[config.mk]
export PLATFORM = sky130hd
export DESIGN_NAME = iopu_unit
export DESIGN_NICKNAME = d
export VERILOG_FILES = /design/src/iopu_pkg.sv /design/src/iopu_skid.sv /design/src/iopu_unit.sv
export SDC_FILE = /design/constraint.sdc
export NUM_CORES = 1
export LEC_CHECK = 0
export CAP_MARGIN = 15
export CORE_ASPECT_RATIO = 1.4
export CORE_MARGIN = 2
export CORE_UTILIZATION = 40
export DETAILED_ROUTE_END_ITERATION = 10
export DONT_BUFFER_PORTS = 1
export GPL_TIMING_DRIVEN = 1
export SYNTH_ARGS = -nofsm -noshare
export SYNTH_HDL_FRONTEND = slang
export SYNTH_SLANG_ARGS = --single-unit
[constraint.sdc]
create_clock -name core_clk -period 4.83 [get_ports core_clk]
set_input_delay 0.7245 -clock core_clk [delete_from_list [all_inputs] [get_ports core_clk]]
set_output_delay 0.7245 -clock core_clk [all_outputs]
set_load 0.1 [all_outputs]
[src/iopu_pkg.sv]
// Package of constants for the I/O port instruction unit
package iopu_pkg;
    localparam logic [7:0] OPC_OUT_IMM   = 8'hD3;
    localparam logic [7:0] OPC_PREFIX_ED = 8'hED;
    localparam logic [7:0] OPC_OUT_INC   = 8'hA3;
    localparam logic [7:0] OPC_OUT_INC_R = 8'hB3;
    localparam logic [7:0] OPC_IN_DEC_R  = 8'hBA;
    localparam logic [1:0] OUT_REG_HI    = 2'h1;
    localparam logic [2:0] OUT_REG_LO    = 3'h1;
    localparam logic [2:0] SEL_B         = 3'h0;
    localparam logic [2:0] SEL_C         = 3'h1;
    localparam logic [2:0] SEL_D         = 3'h2;
    localparam logic [2:0] SEL_E         = 3'h3;
    localparam logic [2:0] SEL_H         = 3'h4;
    localparam logic [2:0] SEL_L         = 3'h5;
    localparam logic [2:0] SEL_A         = 3'h7;
    localparam logic [15:0] PC_REWIND    = 16'h0002;
    localparam logic [1:0] REFRESH_CYC   = 2'h2;
    localparam int FLAG_C = 0;
    localparam int FLAG_N = 1;
    localparam int FLAG_Z = 6;

    typedef enum logic [6:0] {
        IOPU_IDLE    = 7'h01,
        IOPU_MEM_RD  = 7'h02,
        IOPU_IO_RD   = 7'h04,
        IOPU_MEM_WR  = 7'h08,
        IOPU_IO_WR   = 7'h10,
        IOPU_REFRESH = 7'h20,
        IOPU_DONE    = 7'h40
    } iopu_state_t;
endpackage : iopu_pkg

[src/iopu_skid.sv]
// Two-entry buffer between the unit and the bus drive stage
`timescale 1ns/1ps
`default_nettype none
module iopu_skid #(
    parameter int WIDTH = 8
) (
    // Clock and reset
    input  wire logic             core_clk,
    input  wire logic             rstn,
    // Fill side
    input  wire logic             in_valid,
    output logic                  in_ready,
    input  wire logic [WIDTH-1:0] in_data,
    // Drain side
    output logic                  out_valid,
    input  wire logic             out_ready,
    output logic [WIDTH-1:0]      out_data
);
    logic [WIDTH-1:0] mem [2];
    logic             rd_ptr, wr_ptr;
    logic [1:0]       count;
    logic             next_rd_ptr, next_wr_ptr;
    logic [1:0]       next_count;
    logic             push, pop;

    assign in_ready  = (count != 2'h2);
    assign out_valid = (count != 2'h0);
    assign out_data  = mem[rd_ptr];
    assign push      = in_valid && in_ready;
    assign pop       = out_valid && out_ready;

    always_comb begin
        next_wr_ptr = push ? ~wr_ptr : wr_ptr;
        next_rd_ptr = pop ? ~rd_ptr : rd_ptr;
        next_count  = count;
        if (push && !pop) begin
            next_count = count + 2'h1;
        end else if (pop && !push) begin
            next_count = count - 2'h1;
        end
    end

    always_ff @(posedge core_clk) begin
        if (!rstn) begin
            rd_ptr <= 1'b0;
            wr_ptr <= 1'b0;
            count  <= 2'h0;
        end else begin
            rd_ptr <= next_rd_ptr;
            wr_ptr <= next_wr_ptr;
            count  <= next_count;
        end
        // Storage needs no reset; a slot is only read once valid
        if (push) begin
            mem[wr_ptr] <= in_data;
        end
    end
endmodule : iopu_skid
`default_nettype wire

[src/iopu_unit.sv]
// Execution unit for I/O port transfer instructions
// Behaviour
// RULE_01 - Block input: C low, B high, store at pointer
// RULE_02 - Decrement pointer and count; rewind by two
// RULE_03 - Two refresh cycles after each byte
// RULE_04 - Zero count means 256 bytes
// RULE_05 - Block input end: set Z, N; keep C
// RULE_06 - D3 n: port n low, A high, write A
// RULE_07 - ED 01rrr001: C low, B high, register out
// RULE_08 - Source field selects B C D E H L A
// RULE_09 - ED A3: read memory, decrement count, address
// RULE_10 - Then increment pointer by one
// RULE_11 - Z from decremented count, set N, keep C
// RULE_12 - Repeat form rewinds while count nonzero
// RULE_13 - Port cycles flagged distinct from memory cycles
`timescale 1ns/1ps
`default_nettype none
module iopu_unit
    import iopu_pkg::*;
(
    // Clock and reset
    input  wire logic        core_clk,
    input  wire logic        rstn,
    // Instruction issue
    input  wire logic        start,
    input  wire logic        ed_prefix,
    input  wire logic [7:0]  opcode,
    input  wire logic [7:0]  port_imm,
    output logic             busy,
    output logic             done,
    // Register file in
    input  wire logic [7:0]  reg_a,
    input  wire logic [7:0]  reg_b,
    input  wire logic [7:0]  reg_c,
    input  wire logic [7:0]  reg_d,
    input  wire logic [7:0]  reg_e,
    input  wire logic [15:0] memory_pointer_pair_in,
    input  wire logic [15:0] program_counter_in,
    input  wire logic [7:0]  flags_in,
    // Register results
    output logic [7:0]       count_out,
    output logic [15:0]      memory_pointer_pair,
    output logic [15:0]      program_counter,
    output logic [7:0]       flags_out,
    output logic             regs_wr,
    // Bus
    output logic [15:0]      addr,
    output logic [7:0]       data_out,
    input  wire logic [7:0]  data_in,
    output logic             mem_rd,
    output logic             mem_wr,
    output logic             io_rd,
    output logic             io_wr,
    output logic             refresh,
    input  wire logic        bus_ready,
    output logic             bad_opcode,
    // Interrupt window between iterations
    output logic             int_window
);
    iopu_state_t state, next_state;
    logic [7:0]  kind, next_kind;
    logic [7:0]  cnt, next_cnt;
    logic [15:0] ptr, next_ptr;
    logic [15:0] pc, next_pc;
    logic [15:0] port, next_port;
    logic [7:0]  tmp, next_tmp;
    logic [7:0]  flg, next_flg;
    logic [1:0]  ref_cnt, next_ref_cnt;
    logic        next_done, next_bad;
    logic        buf_in_valid, buf_in_ready, buf_out_valid;
    logic [7:0]  buf_out_data;
    logic [7:0]  src_byte;
    logic        is_out_reg;

    // Source register for ED 01rrr001; code 110 is unsupported
    always_comb begin
        case (opcode[5:3]) // RULE_08
            SEL_B:   src_byte = reg_b;
            SEL_C:   src_byte = reg_c;
            SEL_D:   src_byte = reg_d;
            SEL_E:   src_byte = reg_e;
            SEL_H:   src_byte = memory_pointer_pair_in[15:8];
            SEL_L:   src_byte = memory_pointer_pair_in[7:0];
            SEL_A:   src_byte = reg_a;
            default: src_byte = 8'h00;
        endcase
    end

    assign is_out_reg = ed_prefix && opcode[7:6] == OUT_REG_HI && opcode[2:0] == OUT_REG_LO
                        && opcode[5:3] != 3'h6; // RULE_07 RULE_08

    // Output bytes go through the buffer so a stalled port loses nothing
    iopu_skid #(.WIDTH(8)) u_skid (
        .core_clk  (core_clk),
        .rstn      (rstn),
        .in_valid  (buf_in_valid),
        .in_ready  (buf_in_ready),
        .in_data   (next_tmp),
        .out_valid (buf_out_valid),
        .out_ready (bus_ready && state == IOPU_IO_WR),
        .out_data  (buf_out_data)
    );

    assign busy       = (state != IOPU_IDLE);
    assign addr       = (state == IOPU_MEM_RD || state == IOPU_MEM_WR) ? ptr : port;
    assign data_out   = (state == IOPU_MEM_WR) ? tmp : buf_out_data;
    assign mem_rd     = (state == IOPU_MEM_RD);
    assign mem_wr     = (state == IOPU_MEM_WR);
    assign io_rd      = (state == IOPU_IO_RD); // RULE_13
    assign io_wr      = (state == IOPU_IO_WR) && buf_out_valid; // RULE_13
    assign refresh    = (state == IOPU_REFRESH);
    assign int_window = (state == IOPU_REFRESH); // RULE_03
    // Push the byte on the edge that enters the port write; tmp is still stale there
    assign buf_in_valid = (next_state == IOPU_IO_WR) && (state != IOPU_IO_WR);
    assign count_out  = cnt;
    assign memory_pointer_pair = ptr;
    assign program_counter = pc;
    assign flags_out  = flg;
    assign regs_wr    = done;

    always_comb begin
        next_state   = state;
        next_kind    = kind;
        next_cnt     = cnt;
        next_ptr     = ptr;
        next_pc      = pc;
        next_port    = port;
        next_tmp     = tmp;
        next_flg     = flg;
        next_ref_cnt = ref_cnt;
        next_done    = 1'b0;
        next_bad     = 1'b0;
        case (state)
            IOPU_IDLE: begin
                if (start) begin
                    next_kind = opcode;
                    next_cnt  = reg_b;
                    next_ptr  = memory_pointer_pair_in;
                    next_pc   = program_counter_in;
                    next_flg  = flags_in;
                    if (!ed_prefix && opcode == OPC_OUT_IMM) begin
                        next_port  = {reg_a, port_imm}; // RULE_06
                        next_tmp   = reg_a;
                        next_state = IOPU_IO_WR;
                    end else if (is_out_reg) begin
                        next_port  = {reg_b, reg_c}; // RULE_07
                        next_tmp   = src_byte;
                        next_state = IOPU_IO_WR;
                    end else if (ed_prefix && opcode == OPC_IN_DEC_R) begin
                        next_port  = {reg_b, reg_c}; // RULE_01
                        next_state = IOPU_IO_RD;
                    end else if (ed_prefix && (opcode == OPC_OUT_INC || opcode == OPC_OUT_INC_R)) begin
                        next_port  = {reg_b, reg_c}; // RULE_09
                        next_state = IOPU_MEM_RD; // RULE_09
                    end else begin
                        next_bad = 1'b1;
                    end
                end
            end
            IOPU_IO_RD: begin
                if (bus_ready) begin
                    next_tmp   = data_in; // RULE_01
                    next_state = IOPU_MEM_WR;
                end
            end
            IOPU_MEM_WR: begin
                if (bus_ready) begin
                    // Zero wraps to FF, so a zero start count gives 256 passes
                    next_cnt   = cnt - 8'h01; // RULE_02 RULE_04
                    next_ptr   = ptr - 16'h0001; // RULE_02
                    next_flg[FLAG_Z] = (cnt == 8'h01); // RULE_05
                    next_flg[FLAG_N] = 1'b1; // RULE_05
                    next_ref_cnt = REFRESH_CYC;
                    next_state = IOPU_REFRESH; // RULE_03
                end
            end
            IOPU_MEM_RD: begin
                if (bus_ready) begin
                    next_tmp   = data_in; // RULE_09
                    next_cnt   = cnt - 8'h01; // RULE_09 RULE_04
                    next_port  = {cnt - 8'h01, port[7:0]}; // RULE_09
                    next_flg[FLAG_Z] = (cnt == 8'h01); // RULE_11
                    next_flg[FLAG_N] = 1'b1; // RULE_11
                    next_state = IOPU_IO_WR;
                end
            end
            IOPU_IO_WR: begin
                if (bus_ready && buf_out_valid) begin
                    if (kind == OPC_OUT_INC || kind == OPC_OUT_INC_R) begin
                        next_ptr     = ptr + 16'h0001; // RULE_10
                        next_ref_cnt = REFRESH_CYC;
                        next_state   = IOPU_REFRESH; // RULE_03
                    end else begin
                        next_state = IOPU_DONE;
                    end
                end
            end
            IOPU_REFRESH: begin
                next_ref_cnt = ref_cnt - 2'h1;
                if (ref_cnt == 2'h1) begin
                    next_state = IOPU_DONE;
                    if ((kind == OPC_IN_DEC_R || kind == OPC_OUT_INC_R) && cnt != 8'h00) begin
                        next_pc = pc - PC_REWIND; // RULE_02 RULE_12
                    end
                end
            end
            IOPU_DONE: begin
                next_done  = 1'b1;
                next_state = IOPU_IDLE;
            end
            default: next_state = IOPU_IDLE;
        endcase
    end

    always_ff @(posedge core_clk) begin
        if (!rstn) begin
            state      <= IOPU_IDLE;
            kind       <= 8'h00;
            cnt        <= 8'h00;
            ptr        <= 16'h0000;
            pc         <= 16'h0000;
            port       <= 16'h0000;
            tmp        <= 8'h00;
            flg        <= 8'h00;
            ref_cnt    <= 2'h0;
            done       <= 1'b0;
            bad_opcode <= 1'b0;
        end else begin
            state      <= next_state;
            kind       <= next_kind;
            cnt        <= next_cnt;
            ptr        <= next_ptr;
            pc         <= next_pc;
            port       <= next_port;
            tmp        <= next_tmp;
            flg        <= next_flg;
            ref_cnt    <= next_ref_cnt;
            done       <= next_done;
            bad_opcode <= next_bad;
        end
    end
endmodule : iopu_unit
`default_nettype wire

* Yosys cells after proc, flatten, opt, wreduce, memory -nomap -nowiden
Memories as Yosys holds them, arrays and structs flattened. A register that Yosys moved wholly into a read port is not among the register bits.
Cells that the tools add are included.
** Word-level totals
- Register bits after elaboration :: 95
- RAM bits :: 16
- Word-level logic and storage cells :: 166
- Memories :: 1
** Operators by class
- Add/subtract/negate cells :: 7
- Eq/ne operators :: 38
- Multiplexer cells :: 56
- Bitwise gates (word level) :: 6
- Reduce and logical (&&, ||, !) cells :: 42
** Memory list
- u_skid.mem :: depth 2, bits a word 8, read ports 1, clocked after Yosys merged registers in 1, write ports 1, line iopu_skid.sv:19 : logic [WIDTH-1:0] mem [2];
** Operators by type and width (number)
- $mux W16 :: 14
- $mux W7 :: 12
- $pmux W16 S2 :: 2
- $eq A8 B8 Y1 const B :: 7
- $mux W8 :: 7
- $pmux W8 S7 :: 1
- $pmux W16 S3 :: 1
- $pmux W7 S6 :: 1
- $pmux W8 S2 :: 2
- $add A16 B1 Y16 const B :: 1
- $reduce_and A4 Y1 :: 4
- $sub A16 B1 Y16 const B :: 1
- $sub A16 B2 Y16 const B :: 1
- $logic_and A1 B1 Y1 :: 15
- $eq A7 B5 Y1 const B :: 2
- $ne A2 B1 Y1 const B :: 7
- $mux W2 :: 5
- $reduce_bool A2 Y1 :: 5
- $eq A3 B3 Y1 const B :: 3
- $eq A8 B1 Y1 const B :: 1
- $mux W1 :: 8
- $reduce_bool A8 Y1 :: 1
- $sub A8 B1 Y8 const B :: 1
- $eq A7 B1 Y1 const B :: 1
- 28 further kinds :: 46

* Depth between registers and ports, before layout
Gate-level depths: netlist (run 1).
- Depth after elaboration :: 16
- Depth in mapped cells :: 12
- Gate-level depth less buffers :: 11

* Modules after synthesis
A second synthesis (run 1) with hierarchy kept.
** Second synthesis, totals
- Cells, all modules :: 906
- Area, all modules :: 6966.7 sq um
** Modules (own cells, without submodules)
- iopu_unit :: instances 1, cells an instance 856, area each 6157.2 sq um, seq. area each 1821.7 sq um
- iopu_skid :: instances 1, cells an instance 50, area each 809.5 sq um, seq. area each 580.6 sq um

* Least setup slack after synthesis (run 1)
No wires, ideal clock.
- Path type :: register to register
- Start point :: register state[3]
- End point :: memory u_skid.mem[0][0] (enable)
- Library setup time :: 0.395 ns
- Arrival time :: 4.568 ns
- Required time :: 4.435 ns
- Slack :: -0.132 ns
- Stages on the path, launching flop included :: 7
- Path buffers :: 1
- Period minus slack after synthesis :: 4.962 ns
- Path through :: dfxtp_1 buf_2 nor3_2 nand2_1 nor3b_1 a311oi_1 nor4_1
** Between the ends
- Elaborated cells between the ends (all ways) :: 23
- Classes of those cells :: 8 x eq/ne; 13 x mux; 2 x reduce/logical
** RTL lines
- from (decl) :: line iopu_unit.sv:60 : iopu_state_t state, next_state;
- from (signal assigned) :: line iopu_unit.sv:229 : state <= next_state;
- $eq A7 B3 Y1
- via io_rd :: line iopu_unit.sv:52 : output logic io_rd,
- $pmux W7 S6 :: line iopu_unit.sv:133 : case (state)
- $eq A7 B5 Y1 :: line iopu_unit.sv:114 : assign buf_in_valid = (next_state == IOPU_IO_WR) && (state != IOPU_IO_WR);
- $logic_and A1 B1 Y1 :: line iopu_unit.sv:114
- $logic_and A1 B1 Y1 :: line iopu_skid.sv:29 : assign push = in_valid && in_ready;
- $mux W1 :: line iopu_skid.sv:54 : if (push) begin
- $mux W1 (not written as such) :: line iopu_skid.sv:55 : mem[wr_ptr] <= in_data;
- to (decl) :: line iopu_skid.sv:19
The timed path passes the listed nets, and every way through them passes these cells.

* Final worst setup path (run 1)
- Start point :: register state[4]
- End point :: output port data_out[3]
** Between the ends
- Longest elaborated chain between the ends :: 2
** RTL lines
- $eq A7 B4 Y1
- via mem_wr :: line iopu_unit.sv:51 : output logic mem_wr,
- $mux W8 :: line iopu_unit.sv:106 : assign data_out = (state == IOPU_MEM_WR) ? tmp : buf_out_data;
- to (decl) :: line iopu_unit.sv:48 : output logic [7:0] data_out,
The timed path passes the listed nets, and every way through them passes these cells.

==> results.tsv, run 1 <==
metric	value	unit
gr-usage-all-layers	24.8	%
routed.top_layer	met4	
setup_viol_count_final	0	
cts.sinks	112	
vias	6465	
clk_pin_slew	0.08	ns
clk_path_buf_depth	2	
initial_core_util	40.6	%
period_needed	3.96	ns
drc	0	
slowest_stage	or4_1	
wl_per_cell	20.5	µm
io_pins	191	
grt_pass1_wl	35.3	mm
crit_chain	or4_1 > or4_4 > inv_2 > nand2_1 > o21ai_2	
htree_levels	3	
p_leak	2.86	nW
tritoncts	done	
ys_types	75	
seq_area	2400	µm²
tightest_slew	1.13	ns
syn_to_final_growth	9.38	%
grt_max_degree	45	
power_density	306	nW/µm²
hold_path_class	reg -> reg	
wl_met2	11.7	mm
ctsResizeCount	0	
grt_overflow	0	
grt_pass1_vias	6309	
setup_slack	0.871	ns
irDropWorstVdd	0.000130	V
synth-edff-count	16	
io_buffer_count	0	
wirelength	22.9	mm
clock_skew	0.00835	ns
die_w	116	µm
required	4.11	ns
cp.arrival	3.23	ns
fmax	0.253	GHz
fin_crit_sh	82.0	%
status	completed	
slew-limit-headroom	24.7	%
synth_ff_type	dfxtp_1	
hold_violations	0	
synth_area_per_cell	7.91	µm²
cp-end-kind	output pin	
wl_met1	8.62	mm
root_buffer	clkbuf_16	
cp_num_buf_inv	1	
critPathKind	reg -> out	
drv_slew	0	
dp_slack	1.02	ns
nets	1006	
ys_seq_elements	112	
multi_input_area	4330	µm²
yosys_warnings	0	
worst_path_dominant_cell_family	simple AND/OR/NAND/NOR gates	
cts_buffers	9	
rsz0062_at_grt	no	
async_reset_ff_share	0	%
finalSetupTns	0	ns
antenna_found_initial	1	
drt_iter0_markers	540	
clkLatencyLatePin	0.36	ns
core_region_area	17300	µm²
syn-instance-count	887	
vias_per_cell	5.78	
yosysSeqAreaShare	34.3	%
wl_met3	1.64	mm
holdBufCountCts	0	
cp_max_fo	19	
syn_area	7010	µm²
gp_congestion	0.975	
ant_nets	0	
die_y	161	µm
maxCapViolCount	0	
hpwl	17.4	mm
post_cts_buffers	0	
start_kind	flop	
layout-drive-gt1-share	10.7	%
first_pass_iters	5	
dieArea	18600	µm²
crit_path_max_incr_delay	0.69	ns
nFillCells	1810	
whs	0.459	ns
num_rows	57	
syn-num-nets	1017	
==> layout by cell type (no fill, tap or decap), drive strengths merged, types with 6 or more instances in the layout <==
cell type / n
a21oi: 87
nor3: 25
nand2b: 11
mux2i: 35
or4: 7
edfxtp: 16
mux2: 7
clkbuf: 9
a211oi: 19
nor2: 99
buf: 32
ha: 20
and2: 12
or3: 9
a31oi: 6
a221o: 6
inv: 24
nor2b: 6
dfxtp: 96
nor4: 6
mux4: 6
o211ai: 10
xor2: 13
xnor2: 8
nand2: 143
a22oi: 17
nand3: 21
o21ai: 58
nand3b: 7
==> metal layers <==
metal  track usage [%]  up-vias
met5                 0        -
met4              11.6        0
met3              6.15       53
met2              43.4      227
met1              27.9     3007
li1                  -     3178
==> worst min-delay path, delay by kind of cell (launching register included) <==
| family | cells | cell delay [ns] |
|---|---|---|
| flops | 1 | 0.32 |
| simple gates | 1 | 0.05 |
| compound gates | 1 | 0.05 |
==> where the power goes <==
| part | total (mW) | switching [mW] | internal, mW | leakage, nW |
|---|---|---|---|---|
| sequential | 1.12 | 0.143 | 0.974 | 0.917 |
| combinational | 0.425 | 0.281 | 0.144 | 1.79 |
| clock | 0.804 | 0.389 | 0.415 | 0.148 |
==> path summary, 6_finish.rpt <==
path                                from                 endpoint  slack, ns  cells past startpoint
worst max-delay path            state[4]              data_out[3]       0.87                      5
worst min-delay path             kind[5]                  kind[5]       0.46                      2
worst max register to register  state[1]  memory_pointer_pair[15]       0.98                     11
worst min register to register   kind[5]                  kind[5]       0.46                      2
==> layout make-up <==
type,instances,share of cell area [%]
Multi-Input combinational cell,699,56.5
Antenna cell,1,0.0326
Timing Repair Buffer,32,3.13
Inverter,22,1.08
Clock buffer,9,2.94
Clock inverter,7,1.14
Tap cell,236,3.85
Sequential cell,112,31.3
==> cell usage after synthesis, types with 16 or more instances <==
| cell type | number | area (µm²) |
|---|---|---|
| mux2i_1 | 35 | 350 |
| nand2_1 | 142 | 533 |
| a211oi_1 | 18 | 135 |
| inv_1 | 19 | 71.3 |
| dfxtp_1 | 96 | 1920 |
| nor3_1 | 23 | 115 |
| ha_1 | 20 | 250 |
| edfxtp_1 | 16 | 480 |
| nor2_1 | 99 | 372 |
| o21ai_0 | 54 | 270 |
| a21oi_1 | 87 | 435 |
| clkbuf_1 | 32 | 120 |
| nand3_1 | 21 | 105 |
| a22oi_1 | 17 | 128 |
==> stage by stage <==
step	area (µm²)	util, %	total power [mW]	cells
2_1_floorplan	7020	-	1.49	887
3_3_place_gp	7360	42.6	1.56	1101
3_5_place_dp	7360	42.6	1.56	1101
4_1_cts	7670	44.4	2.37	1117
5_1_grt	7670	44.4	2.46	1118
6_report	7670	44.4	2.35	1118
==> cells by family (layout without fill, tap and decap cells) <==
logic type | after synthesis | after routing | synth area share, %
other | 0 | 1 | 0
AOI/OAI and AO/OA | 249 | 249 | 22.7
and+or+nand+nor | 360 | 360 | 23.7
buffers and inverters | 76 | 70 | 4.87
adders and majority gates | 21 | 21 | 3.85
DFF | 112 | 112 | 34.3
xor gates and xnor gates | 21 | 21 | 2.62
muxes | 48 | 48 | 8.05
==> flip-flops by register name (all words and copies together) (netlist names), named ones only <==
register / flops
bad_opcode: 1
count_out: 8
done: 1
flags_out: 8
kind: 8
memory_pointer_pair: 16
port: 16
program_counter: 16
ref_cnt: 2
state: 7
tmp: 8
u_skid.count: 2
u_skid.mem: 16
u_skid.rd_ptr: 1
u_skid.wr_ptr: 1
Power figures use the tool's default switching activity.
==> inputs of run 2 (changes only) <==
Settings changed: ABC_AREA set to 1.
Clock period 4.83 ns to 3.6 ns, I/O delays scaled along.
==> run 2 against run 1 <==
- utilization grew 1.1 points
- critical path depth up 4
- final area is 9.7% higher
- critical endpoint is now addr[0]
- die area grew 6.1%
- count of clock-buffer cells in the layout stayed put
==> results.tsv, run 2 <==
metric	value	unit
status	completed	
wl_met2	12.8	mm
syn_to_final_growth	12.9	%
die_y	165	µm
grt_pass1_wl	38.2	mm
synth_commonest_cells	nand2_1, nor2_1, inv_1, o21ai_0, dfxtp_1	
synth_top_area_share	25.8	%
power_density	409	nW/µm²
yosys.area.top_type	dfxtp_1	
ys_types	46	
antenna_found_initial	0	
cp-end-kind	output pin	
routed.top_layer	met4	
cts_buffers	9	
irDropWorstVdd	0.000278	V
clkLatencyLatePin	0.37	ns
start_kind	flop	
async_reset_ff_share	0	%
tightest_slew	1.02	ns
synth_most_common_cell	nand2_1	
cp.arrival	2.56	ns
grt_pass1_vias	7143	
nFillCells	2000	
dieArea	19800	µm²
required	3.06	ns
clk_pin_slew	0.08	ns
clk_path_buf_depth	2	
tritoncts	done	
final_cell_mix	nand2_1, nor2_1, inv_1, o21ai_0, dfxtp_1	
cts.sinks	112	
htree_levels	3	
drt_iter0_markers	468	
wl_met1	9.60	mm
wl_met3	1.67	mm
gr-usage-all-layers	25.0	%
p_leak	3.91	nW
hold_violations	0	
multi_input_area	4380	µm²
io_buffer_count	0	
ant_nets	0	
nets	1344	
period_needed	3.10	ns
whs	0.283	ns
vias	7668	
holdBufCountCts	0	
grt_max_degree	60	
yosys_warnings	0	
cp_max_fo	28	
ys_seq_elements	112	
wirelength	25.0	mm
gp_congestion	0.951	
vias_per_cell	5.24	
die_w	119	µm
critPathKind	reg -> out	
synth_area_per_cell	6.34	µm²
syn-num-nets	1305	
rsz0062_at_grt	no	
drv_slew	0	
ctsResizeCount	0	
fin_crit_sh	86.1	%
drc	0	
syn_area	7450	µm²
core_region_area	18500	µm²
io_pins	191	
wl_per_cell	17.1	µm
layout-drive-gt1-share	13.2	%
slew-limit-headroom	31.9	%
grt_overflow	0	
fmax	0.323	GHz
hold_path_class	in -> reg	
clock_skew	0.00686	ns
hpwl	19.2	mm
first_pass_iters	5	
post_cts_buffers	0	
syn-instance-count	1175	
yosysSeqAreaShare	32.2	%
synth-edff-count	16	
seq_area	2400	µm²
n_antenna_cell	0	
synth_ff_type	dfxtp_1	
finalSetupTns	0	ns
setup_viol_count_final	0	
layout.cells.most_common	nand2_1	
initial_core_util	40.4	%
num_rows	59	
maxCapViolCount	0	
yosys-top-cells-area	dfxtp_1, nand2_1, o21ai_0	
root_buffer	clkbuf_16	
-- run 2: cell count changes in the layout (fill, tap and decap cells not counted), sizes merged, moves of 14 or more --
cell,change
nand2,+231
inv,+110
o21ai,+62
nor2,+42
nand3,+40
buf,+37
mux2i,-35
a211oi,-17
a22oi,-16
nor3,-14
-- run 2: report_power, final --
| part | total (mW) | switching, mW | leakage, nW | internal (mW) |
|---|---|---|---|---|
| logic | 0.930 | 0.692 | 2.83 | 0.238 |
| clock network | 1.10 | 0.539 | 0.146 | 0.557 |
| registers | 1.42 | 0.0978 | 0.936 | 1.32 |
| total | 3.44 | 1.33 | 3.91 | 2.12 |
-- run 2: final cells by class --
cell class              instances  area share (%)
clock inverters                 7            1.01
flip-flops and latches        112            28.6
clock buffers                   9            2.68
repair buffers                 69            6.16
well taps                     244            3.63
inverters                     130            5.89
multi-input cells             892            52.1
-- run 2: logic make-up (layout without fill, tap and decap cells) --
family                   after synthesis  count (layout)  share of synthesized area, %
adder cells (fa/ha/maj)               21              21                          3.63
flip-flops                           112             112                          32.2
buffers and inverters                171             215                          9.59
AND/OR/NAND/NOR                      605             605                          34.4
XOR/XNOR                              20              20                          2.35
AO/OA/AOI/OAI                        246             246                          17.7
-- run 2: worst paths after layout --
check,start,to,slack [ns],depth (start not counted)
setup / recovery,state[4],addr[0],0.50,9
hold / removal,rstn,state[0],0.28,1
setup reg to reg,state[0],u_skid.count[1],0.78,16
hold reg to reg,kind[1],kind[1],0.46,2
-- run 2: metal layers --
| layer | up-vias | track usage [%] |
|---|---|---|
| li1 | 3863 | - |
| met1 | 3508 | 27.7 |
| met2 | 249 | 45.1 |
| met3 | 48 | 5.77 |
| met4 | 0 | 11.6 |
| met5 | - | 0 |
-- run 2: worst max-delay path: stages (launching register included) --
cell     delay, ns
dfxtp_1       0.39
inv_2         0.07
nand2_2       0.08
inv_4         0.06
nand2_4       0.25
nand2_4       0.28
inv_2         0.52
nand2_1       0.14
o21ai_2       0.08
buf_4         0.31
-- run 2: through the flow --
step	setup WS (ns)	util [%]	power (mW)	cell area, µm²	cells
2_1_floorplan	0.0116	-	2.19	7450	1175
6_report	0.500	45.6	3.44	8410	1463
3_3_place_gp	0.860	43.9	2.37	8100	1447
3_5_place_dp	0.814	43.9	2.37	8100	1447
4_1_cts	0.503	45.6	3.46	8410	1463
5_1_grt	0.318	45.6	3.60	8410	1463
